File: src/core/dram_host_pkg.sv
// Constants, types and timing counts for the bank state tracking host
package dram_host_pkg;

  localparam int NUM_BANKS = 8;
  localparam int BANK_W = 3;
  localparam int CNT_W = 8;

  // Clock and timing figures
  localparam int CLK_PERIOD_NS = 40;
  localparam int PRECHARGE_PERIOD_NS = 18;
  localparam int ACT_TO_RW_DELAY_NS = 18;
  localparam int PER_BANK_REFRESH_PERIOD_NS = 90;
  localparam int ALL_BANK_REFRESH_PERIOD_NS = 130;
  localparam int ACTIVATE_TO_ACTIVATE_DELAY_NS = 10;
  localparam int POWER_DOWN_EXIT_DELAY_NS = 8;
  localparam int RESET_INIT_NS = 1000;
  localparam int MODE_READ_PERIOD_CK = 2;
  localparam int MODE_WRITE_PERIOD_CK = 5;
  localparam int BURST_CK = 4;

  // Least time in whole cycles, never below one
  function automatic int cyc_min(input int ns);
    int c;
    c = (ns + CLK_PERIOD_NS - 1) / CLK_PERIOD_NS;
    return (c < 1) ? 1 : c;
  endfunction

  localparam int PRE_CYC = cyc_min(PRECHARGE_PERIOD_NS);
  localparam int ACT_CYC = cyc_min(ACT_TO_RW_DELAY_NS);
  localparam int REFPB_CYC = cyc_min(PER_BANK_REFRESH_PERIOD_NS);
  localparam int REFAB_CYC = cyc_min(ALL_BANK_REFRESH_PERIOD_NS);
  localparam int RRD_CYC = cyc_min(ACTIVATE_TO_ACTIVATE_DELAY_NS);
  localparam int XP_CYC = cyc_min(POWER_DOWN_EXIT_DELAY_NS);
  localparam int RESET_CYC = cyc_min(RESET_INIT_NS);

  typedef enum logic [3:0] {
    C_NOP, C_ACT, C_READ, C_WRITE, C_PRE, C_REF_PB, C_REF_AB,
    C_MRW, C_MRR, C_RESET, C_BST
  } cmd_t;

  typedef enum logic [2:0] {
    B_IDLE, B_ACTIVATING, B_ACTIVE, B_READING, B_WRITING,
    B_PRECHARGING, B_AP_BURST, B_REFRESHING
  } bank_st_t;

  typedef enum logic [2:0] {
    D_POWER_ON, D_NORMAL, D_REF_ALL, D_MR_WRITE, D_MR_READ, D_RESETTING
  } dev_st_t;

endpackage

File: src/core/dram_bank_state_tracker.sv
// Host command issuer that tracks bank and device state of the memory
`timescale 1ns/1ps
module dram_bank_state_tracker
  import dram_host_pkg::*;
(
  input wire logic sys_clk_i,
  input wire logic nrst_i,
  input wire logic req_valid_i,
  input wire cmd_t req_cmd_i,
  input wire logic [BANK_W-1:0] req_bank_i,
  input wire logic req_ap_i,
  output logic req_ack_o,
  output logic cke_o,
  output cmd_t cmd_o,
  output logic [BANK_W-1:0] bank_o,
  output logic ap_o,
  output logic all_idle_o,
  output logic burst_o
);

////////////////////////////////////////////////////////////////////////////
// Reset release
logic rst_meta_q;
logic rst_n_q;

always_ff @(posedge sys_clk_i or negedge nrst_i)
begin
  if (!nrst_i)
  begin
    rst_meta_q <= 1'b0;
    rst_n_q <= 1'b0;
  end
  else
  begin
    rst_meta_q <= 1'b1;
    rst_n_q <= rst_meta_q;
  end
end

////////////////////////////////////////////////////////////////////////////
// State and decode
bank_st_t st_q [NUM_BANKS];
bank_st_t st_d [NUM_BANKS];
logic [CNT_W-1:0] cnt_q [NUM_BANKS];
logic [CNT_W-1:0] cnt_d [NUM_BANKS];
dev_st_t dev_q;
dev_st_t dev_d;
logic [CNT_W-1:0] dcnt_q;
logic [CNT_W-1:0] dcnt_d;
logic [CNT_W-1:0] rrd_q;
logic [BANK_W-1:0] last_q;
logic cke_q;
logic legal;
logic [NUM_BANKS-1:0] is_idle;
logic [NUM_BANKS-1:0] is_act;
logic [NUM_BANKS-1:0] is_rw;
logic [NUM_BANKS-1:0] is_ap;
logic [NUM_BANKS-1:0] is_ref;

for (genvar g = 0; g < NUM_BANKS; g++)
begin : g_dec
  assign is_idle[g] = (st_q[g] == B_IDLE);
  assign is_act[g] = (st_q[g] == B_ACTIVE);
  assign is_rw[g] = (st_q[g] == B_READING) || (st_q[g] == B_WRITING);
  assign is_ap[g] = (st_q[g] == B_AP_BURST);
  assign is_ref[g] = (st_q[g] == B_REFRESHING);
end

wire bank_st_t sel_st = st_q[req_bank_i];
wire dev_free = (dev_q == D_NORMAL) && !(|is_ref);
wire any_burst = |(is_rw | is_ap);
wire all_idle = (dev_q == D_NORMAL) && (&is_idle);
wire pre_all_ok = &(is_idle | is_act);
wire burst_live = is_rw[last_q];
wire issue = req_valid_i && legal && cke_q;

////////////////////////////////////////////////////////////////////////////
// Legality of the pending request
always_comb
begin
  legal = 1'b0;
  unique case (req_cmd_i)
    C_NOP: legal = 1'b0;
    C_ACT: legal = dev_free && (sel_st == B_IDLE) && (rrd_q == '0);
    C_READ: legal = dev_free &&
      ((sel_st == B_ACTIVE) || (sel_st == B_READING));
    C_WRITE: legal = dev_free &&
      ((sel_st == B_ACTIVE) || (sel_st == B_WRITING));
    C_PRE: legal = dev_free && (req_ap_i ? pre_all_ok :
      ((sel_st == B_IDLE) || (sel_st == B_ACTIVE)));
    C_REF_PB: legal = dev_free && (sel_st == B_IDLE) && !any_burst;
    C_REF_AB: legal = all_idle;
    C_MRW: legal = all_idle;
    C_RESET: legal = all_idle ||
      ((dev_q == D_POWER_ON) && (dcnt_q == '0));
    C_MRR: legal = (dev_free && !any_burst &&
      (all_idle || (sel_st == B_ACTIVE))) || (dev_q == D_RESETTING);
    C_BST: legal = dev_free && burst_live;
    default: legal = 1'b0;
  endcase
end

////////////////////////////////////////////////////////////////////////////
// Bank next state
always_comb
begin
  for (int i = 0; i < NUM_BANKS; i++)
  begin
    st_d[i] = st_q[i];
    cnt_d[i] = (cnt_q[i] != '0) ? cnt_q[i] - 1'b1 : '0;
    if (cnt_q[i] == CNT_W'(1))
    begin
      unique case (st_q[i])
        B_ACTIVATING, B_READING, B_WRITING: st_d[i] = B_ACTIVE;
        B_PRECHARGING, B_AP_BURST, B_REFRESHING: st_d[i] = B_IDLE;
        default: st_d[i] = st_q[i];
      endcase
    end
    if (issue)
    begin
      unique case (req_cmd_i)
        C_ACT:
          if (BANK_W'(i) == req_bank_i)
          begin
            st_d[i] = B_ACTIVATING;
            cnt_d[i] = CNT_W'(ACT_CYC);
          end
        C_READ, C_WRITE:
          if (BANK_W'(i) == req_bank_i)
          begin
            if (req_ap_i)
            begin
              st_d[i] = B_AP_BURST;
              cnt_d[i] = CNT_W'(BURST_CK + PRE_CYC);
            end
            else
            begin
              st_d[i] = (req_cmd_i == C_READ) ? B_READING : B_WRITING;
              cnt_d[i] = CNT_W'(BURST_CK);
            end
          end
          else if (is_rw[i])
          begin
            st_d[i] = B_ACTIVE;
            cnt_d[i] = '0;
          end
        C_PRE:
          if (req_ap_i || (BANK_W'(i) == req_bank_i))
          begin
            st_d[i] = B_PRECHARGING;
            cnt_d[i] = CNT_W'(PRE_CYC);
          end
        C_REF_PB:
          if (BANK_W'(i) == req_bank_i)
          begin
            st_d[i] = B_REFRESHING;
            cnt_d[i] = CNT_W'(REFPB_CYC);
          end
        C_BST:
          if (BANK_W'(i) == last_q)
          begin
            st_d[i] = B_ACTIVE;
            cnt_d[i] = '0;
          end
        C_RESET:
        begin
          st_d[i] = B_IDLE;
          cnt_d[i] = '0;
        end
        default: st_d[i] = st_d[i];
      endcase
    end
  end
end

////////////////////////////////////////////////////////////////////////////
// Device next state
always_comb
begin
  dev_d = dev_q;
  dcnt_d = (cke_q && dcnt_q != '0) ? dcnt_q - 1'b1 : dcnt_q;
  if (dcnt_q == CNT_W'(1) && dev_q != D_POWER_ON)
    dev_d = D_NORMAL;
  if (issue)
  begin
    unique case (req_cmd_i)
      C_REF_AB:
      begin
        dev_d = D_REF_ALL;
        dcnt_d = CNT_W'(REFAB_CYC);
      end
      C_MRW:
      begin
        dev_d = D_MR_WRITE;
        dcnt_d = CNT_W'(MODE_WRITE_PERIOD_CK);
      end
      C_MRR:
      begin
        dev_d = D_MR_READ;
        dcnt_d = CNT_W'(MODE_READ_PERIOD_CK);
      end
      C_RESET:
      begin
        dev_d = D_RESETTING;
        dcnt_d = CNT_W'(RESET_CYC);
      end
      default: dev_d = dev_d;
    endcase
  end
end

////////////////////////////////////////////////////////////////////////////
// Registers
always_ff @(posedge sys_clk_i or negedge rst_n_q)
begin
  if (!rst_n_q)
  begin
    for (int i = 0; i < NUM_BANKS; i++)
    begin
      st_q[i] <= B_IDLE;
      cnt_q[i] <= '0;
    end
    dev_q <= D_POWER_ON;
    dcnt_q <= CNT_W'(XP_CYC);
  end
  else
  begin
    st_q <= st_d;
    cnt_q <= cnt_d;
    dev_q <= dev_d;
    dcnt_q <= dcnt_d;
  end
end

always_ff @(posedge sys_clk_i or negedge rst_n_q)
begin
  if (!rst_n_q)
  begin
    rrd_q <= '0;
    last_q <= '0;
    cke_q <= 1'b0;
    req_ack_o <= 1'b0;
    cmd_o <= C_NOP;
    bank_o <= '0;
    ap_o <= 1'b0;
    all_idle_o <= 1'b0;
    burst_o <= 1'b0;
  end
  else
  begin
    rrd_q <= (issue && req_cmd_i == C_ACT) ? CNT_W'(RRD_CYC) :
      ((rrd_q != '0) ? rrd_q - 1'b1 : '0);
    if (issue && (req_cmd_i == C_READ || req_cmd_i == C_WRITE))
      last_q <= req_bank_i;
    cke_q <= 1'b1;
    req_ack_o <= issue;
    cmd_o <= issue ? req_cmd_i : C_NOP;
    if (issue)
      bank_o <= req_bank_i;
    ap_o <= issue && req_ap_i;
    all_idle_o <= all_idle;
    burst_o <= any_burst;
  end
end

assign cke_o = cke_q;

////////////////////////////////////////////////////////////////////////////
// Assertions and cover points
property p_cke_first;
  @(posedge sys_clk_i) disable iff (!rst_n_q)
  (cmd_o != C_NOP) |-> cke_o && $past(cke_o);
endproperty
a_cke_first: assert property (p_cke_first) else $error("cmd without cke");

property p_refab_nop;
  @(posedge sys_clk_i) disable iff (!rst_n_q)
  (cmd_o == C_REF_AB) |=> (cmd_o == C_NOP) [*4];
endproperty
a_refab_nop: assert property (p_refab_nop) else $error("refab busy");

property p_refpb_nop;
  @(posedge sys_clk_i) disable iff (!rst_n_q)
  (cmd_o == C_REF_PB) |=> (cmd_o == C_NOP) [*3];
endproperty
a_refpb_nop: assert property (p_refpb_nop) else $error("refpb busy");

property p_mrw_nop;
  @(posedge sys_clk_i) disable iff (!rst_n_q)
  (cmd_o == C_MRW) |=> (cmd_o == C_NOP) [*5] ##1 all_idle_o;
endproperty
a_mrw_nop: assert property (p_mrw_nop) else $error("mrw busy");

property p_mrr_nop;
  @(posedge sys_clk_i) disable iff (!rst_n_q)
  (cmd_o == C_MRR) |=> (cmd_o == C_NOP) [*2];
endproperty
a_mrr_nop: assert property (p_mrr_nop) else $error("mrr busy");

property p_act_space;
  @(posedge sys_clk_i) disable iff (!rst_n_q)
  (cmd_o == C_ACT) |=> (cmd_o != C_ACT);
endproperty
a_act_space: assert property (p_act_space) else $error("act spacing");

property p_act_to_rw;
  @(posedge sys_clk_i) disable iff (!rst_n_q)
  (cmd_o == C_ACT) ##1 (cmd_o == C_READ || cmd_o == C_WRITE) |->
    bank_o != $past(bank_o);
endproperty
a_act_to_rw: assert property (p_act_to_rw) else $error("act delay");

property p_bst_live;
  @(posedge sys_clk_i) disable iff (!rst_n_q)
  (issue && req_cmd_i == C_BST) |-> burst_live ##1 (cmd_o == C_BST);
endproperty
a_bst_live: assert property (p_bst_live) else $error("bst no burst");

property p_wr_after_rd;
  @(posedge sys_clk_i) disable iff (!rst_n_q)
  (issue && req_cmd_i == C_WRITE) |-> sel_st != B_READING;
endproperty
a_wr_after_rd: assert property (p_wr_after_rd) else $error("wr in rd");

property p_all_idle_cmds;
  @(posedge sys_clk_i) disable iff (!rst_n_q)
  (issue && (req_cmd_i == C_REF_AB || req_cmd_i == C_MRW)) |->
    (&is_idle) && !any_burst;
endproperty
a_all_idle_cmds: assert property (p_all_idle_cmds) else $error("not idle");

property p_ap_busy;
  @(posedge sys_clk_i) disable iff (!rst_n_q)
  ((cmd_o == C_READ || cmd_o == C_WRITE) && ap_o) |=>
    (cmd_o == C_NOP || bank_o != $past(bank_o, 1)) ##1
    (cmd_o == C_NOP || bank_o != $past(bank_o, 2)) ##1
    (cmd_o == C_NOP || bank_o != $past(bank_o, 3)) ##1
    (cmd_o == C_NOP || bank_o != $past(bank_o, 4)) ##1
    (cmd_o == C_NOP || bank_o != $past(bank_o, 5));
endproperty
a_ap_busy: assert property (p_ap_busy) else $error("ap interrupted");

c_refab: cover property (@(posedge sys_clk_i) disable iff (!rst_n_q)
  cmd_o == C_REF_AB);
c_rd_bst: cover property (@(posedge sys_clk_i) disable iff (!rst_n_q)
  cmd_o == C_READ ##[1:3] cmd_o == C_BST);
c_ap_wr: cover property (@(posedge sys_clk_i) disable iff (!rst_n_q)
  cmd_o == C_WRITE && ap_o);
c_reset_mrr: cover property (@(posedge sys_clk_i) disable iff (!rst_n_q)
  cmd_o == C_RESET ##[1:20] cmd_o == C_MRR);

endmodule // dram_bank_state_tracker

File: config.mk
export PLATFORM = sky130hd
export DESIGN_NAME = dram_bank_state_tracker
export DESIGN_NICKNAME = d
export VERILOG_FILES = /design/src/core/dram_host_pkg.sv /design/src/core/dram_bank_state_tracker.sv
export SDC_FILE = /design/constraint.sdc
export NUM_CORES = 1
export LEC_CHECK = 0
export CELL_PAD_IN_SITES_DETAIL_PLACEMENT = 1
export CELL_PAD_IN_SITES_GLOBAL_PLACEMENT = 1
export CORE_ASPECT_RATIO = 1.1
export CORE_MARGIN = 2
export CORE_UTILIZATION = 40
export DETAILED_ROUTE_END_ITERATION = 7
export DONT_BUFFER_PORTS = 1
export GPL_TIMING_DRIVEN = 0
export PLACE_DENSITY_LB_ADDON = 0.1
export SYNTH_ARGS = -nofsm -noshare
export SYNTH_HDL_FRONTEND = slang
export SYNTH_SLANG_ARGS = --single-unit
File: constraint.sdc
create_clock -name sys_clk_i -period 7 [get_ports sys_clk_i]
set_clock_uncertainty 0.1 [all_clocks]
set_input_delay 0 -clock sys_clk_i [delete_from_list [all_inputs] [get_ports sys_clk_i]]
set_output_delay 0 -clock sys_clk_i [all_outputs]
set_load 0.01 [all_outputs]
==> results.toml <==
[worst_setup_path]
r2r_end = "st_q[11]"
critical_path_class = "register to register"
rr_worst_depth = 10
worstPathArrival_ns = 4.86
crit_path_start_kind = "register"
reg2reg_slack_ns = 2.39
r2r_start = "st_q[8]"
critPathMaxFanout = 10
critPathCaptureType = "register"
required_ns = 7.25

[yosys]
yosysSeqAreaShare = 0.331
synth_area_mm2 = 0.00939
ys_ff_latch = 124
yosysWarnings = 0
avgSynthCellArea_um2 = 8.07
synth-edff-count = 0
synthDistinctLibCells = 86
syn_inst = 1164
ys_async_sr_fraction = 1.00
synth_flop_cell = "dfrtp_1"

[clock_network]
clk_latency_ns = 0.45
cts.sinks = 124
post_cts_resized = 0
clk_pin_slew_ns = 0.06
cts_root_buffer = "clkbuf_16"
cts_made_buffers = 17
cts_setup_buffers = 0
cts_tree = "done"
ctsHoldBuffers = 9
htree_num_levels = 4
clockBufferDepth = 2

[timing]
hold_viol_final = 0
tightest_slew_ns = 1.24
worst_hold_slack_ns = 0.0411
rsz0062_at_grt = "false"
fin_crit_sh = 0.659
relSlewSlack = 0.164
fmaxAchievable_mhz = 217
fin_setup_tns_ns = 0
setup_violations = 0
final_max_slew_viol_count = 0
layout_min_cycle_time_ns = 4.61

[flow_run]
maxCapViolations = 0

[global_routing]
grt_pass1_wl_um = 60600
antenna_found_initial = 0
met2_usage = 0.519
grt.total_usage = 0.329
busiest_layer = "met2"
grtUsageMet3 = 0.0696
use_met1 = 0.422
grt_pass1_vias = 10100
gr-total-overflow = 0
grt_max_degree = 63

[power_and_ir_drop]
powerDensity_mw_per_mm2 = 200
irDropWorstVdd_uv = 175
cellLeakagePower_nw = 4.02

[layout]
final_cells = 1507
antenna_cells = 0
drive_gt1_frac = 0.0870
fin_area_mm2 = 0.0105
final_util = 0.458
nets = 1225
area_growth_pct = 11.8

[route]
drtPass1Iterations = 6
drt_iter0_drc = 1100
routed_wl_um = 39800
drc_errors = 0
dr_total_vias = 10100
vias_per_cell = 6.67
antenna_left = 0
wl_per_cell_um = 26.4

[min_path]
hold_depth = 3
hold_class = "primary input to register"
hold_path_end = "last_q[1]"
worstHoldStart = "req_bank_i[1]"

[die]
die_area_mm2 = 0.0247
die_h_um = 165
start_util = 0.409
core_mm2 = 0.0229
num_rows = 58
die_x_um = 150
num_io_pins = 23

[place]
dpl_cell_area_mm2 = 0.00980
dp_cells = 1466
globalplace.congestion = 1.00
io_buffers = 0
dpl.hpwl_um = 28100

[status]
outcome = "finished clean"
stage by stage:
| step | total power, mW | setup slack [ns] |
|---|---|---|
| after floorplan | 1.07 | 3.19 |
| after global placement | 1.15 | 1.41 |
| after detailed placement | 1.17 | 2.63 |
| after CTS | 2.10 | 2.61 |
| after global routing | 2.19 | 2.29 |
| final | 2.10 | 2.39 |
state kept, by name (all words and copies together), names as in the netlist:
signal / cells
dcnt_q: 8
st_q: 24
last_q: 3
cke_o: 1
dev_q: 3
all_idle_o: 1
ap_o: 1
rrd_q: 8
burst_o: 1
rst_n_q: 1
rst_meta_q: 1
req_ack_o: 1
cmd_o: 4
cnt_q: 64
bank_o: 3
synthesized netlist by cell type (all sizes together), types with 4 or more instances:
cell type | number | share of area
a22oi | 19 | 0.015
buf | 34 | 0.024
nor3 | 49 | 0.027
nand2b | 19 | 0.013
xnor2 | 22 | 0.021
a31oi | 25 | 0.017
o2bb2ai | 7 | 0.0065
nand4 | 12 | 0.0080
nand2 | 132 | 0.053
nor4 | 25 | 0.017
mux2 | 11 | 0.014
o22a | 5 | 0.0047
nor3b | 7 | 0.0056
and3 | 7 | 0.0047
a21oi | 79 | 0.043
o22ai | 32 | 0.021
o31ai | 15 | 0.012
nand3 | 52 | 0.028
a2bb2oi | 7 | 0.0065
a22o | 6 | 0.0056
dfrtp | 123 | 0.33
o221ai | 6 | 0.0056
a211oi | 30 | 0.028
o2111ai | 5 | 0.0047
mux2i | 16 | 0.017
ha | 20 | 0.027
and2 | 13 | 0.0087
o21ai | 85 | 0.047
a2111oi | 10 | 0.013
clkbuf | 48 | 0.019
o211ai | 13 | 0.012
a21o | 6 | 0.0048
inv | 34 | 0.014
nor2b | 21 | 0.014
nor2 | 88 | 0.036
a221oi | 4 | 0.0044
xor2 | 19 | 0.018
or3 | 12 | 0.0085
metal layers:
| layer | vias up | wire length (um) |
|---|---|---|
| li1 | 4406 | - |
| met1 | 4913 | 16300 |
| met2 | 554 | 17800 |
| met3 | 177 | 3470 |
| met4 | 0 | 2240 |
| met5 | - | 0 |
where the power goes:
part	total (mW)	internal [mW]	leakage (nW)	switching (mW)
logic	0.311	0.119	2.32	0.191
clock network	0.936	0.509	0.285	0.427
registers	0.852	0.780	1.41	0.0726
total	2.10	1.41	4.02	0.691
worst max-delay path by stage:
stage               cells past startpoint  slack, ns          to     from
finish                                 10       2.39    st_q[11]  st_q[8]
floorplan                               0       3.19  all_idle_o  rst_n_q
global route                           10       2.29   cnt_q[63]  st_q[8]
CTS                                    10       2.61   cnt_q[59]  st_q[8]
global placement                        0       1.41   cnt_q[28]  rst_n_q
detailed placement                     10       2.63   cnt_q[59]  st_q[8]
cells by family after synthesis:
| logic type | synth area share |
|---|---|
| AOI/OAI and AO/OA | 0.273 |
| xor gates and xnor gates | 0.0383 |
| adders and majority gates | 0.0267 |
| buffers and inverters | 0.0565 |
| DFF | 0.331 |
| muxes | 0.0315 |
| other | 0.000399 |
| and+or+nand+nor | 0.243 |
layout by cell type (no fill, tap or decap), types with 14 or more instances in the layout:
cell | netlist | routed
nand2_1 | 132 | 132
dfrtp_1 | 123 | 122
nor2_1 | 87 | 87
o21ai_0 | 80 | 80
a21oi_1 | 78 | 78
nand3_1 | 52 | 52
clkbuf_1 | 48 | 48
nor3_1 | 48 | 47
inv_1 | 32 | 32
o22ai_1 | 32 | 32
nor4_1 | 25 | 25
a31oi_1 | 25 | 25
a211oi_1 | 24 | 24
xnor2_1 | 22 | 22
nor2b_1 | 21 | 21
ha_1 | 20 | 20
buf_2 | 19 | 19
a22oi_1 | 19 | 19
nand2b_1 | 19 | 19
xor2_1 | 19 | 19
clkbuf_16 | 0 | 17
mux2i_1 | 16 | 16
o31ai_1 | 15 | 14
layout make-up:
| type | instances | area [um^2] |
|---|---|---|
| inverter | 34 | 128 |
| tap | 300 | 375 |
| buffer | 82 | 403 |
| timing repair buffer | 10 | 118 |
| sequential | 124 | 3110 |
| clock inverter | 15 | 174 |
| clock buffer | 17 | 425 |
| multi-input combinational | 925 | 5770 |
| fill | 2853 | 12400 |
critical path: stages (launching register included):
cell	delay (ns)
dfrtp_1	0.32
clkbuf_1	0.52
nor2b_1	0.27
a22o_1	0.38
nor4_1	0.46
nand3_1	0.31
a211oi_2	0.33
a21oi_2	0.22
a21oi_1	0.92
buf_2	0.46
o2bb2ai_1	0.19
Note: power is estimated with default switching activity, not from simulation.
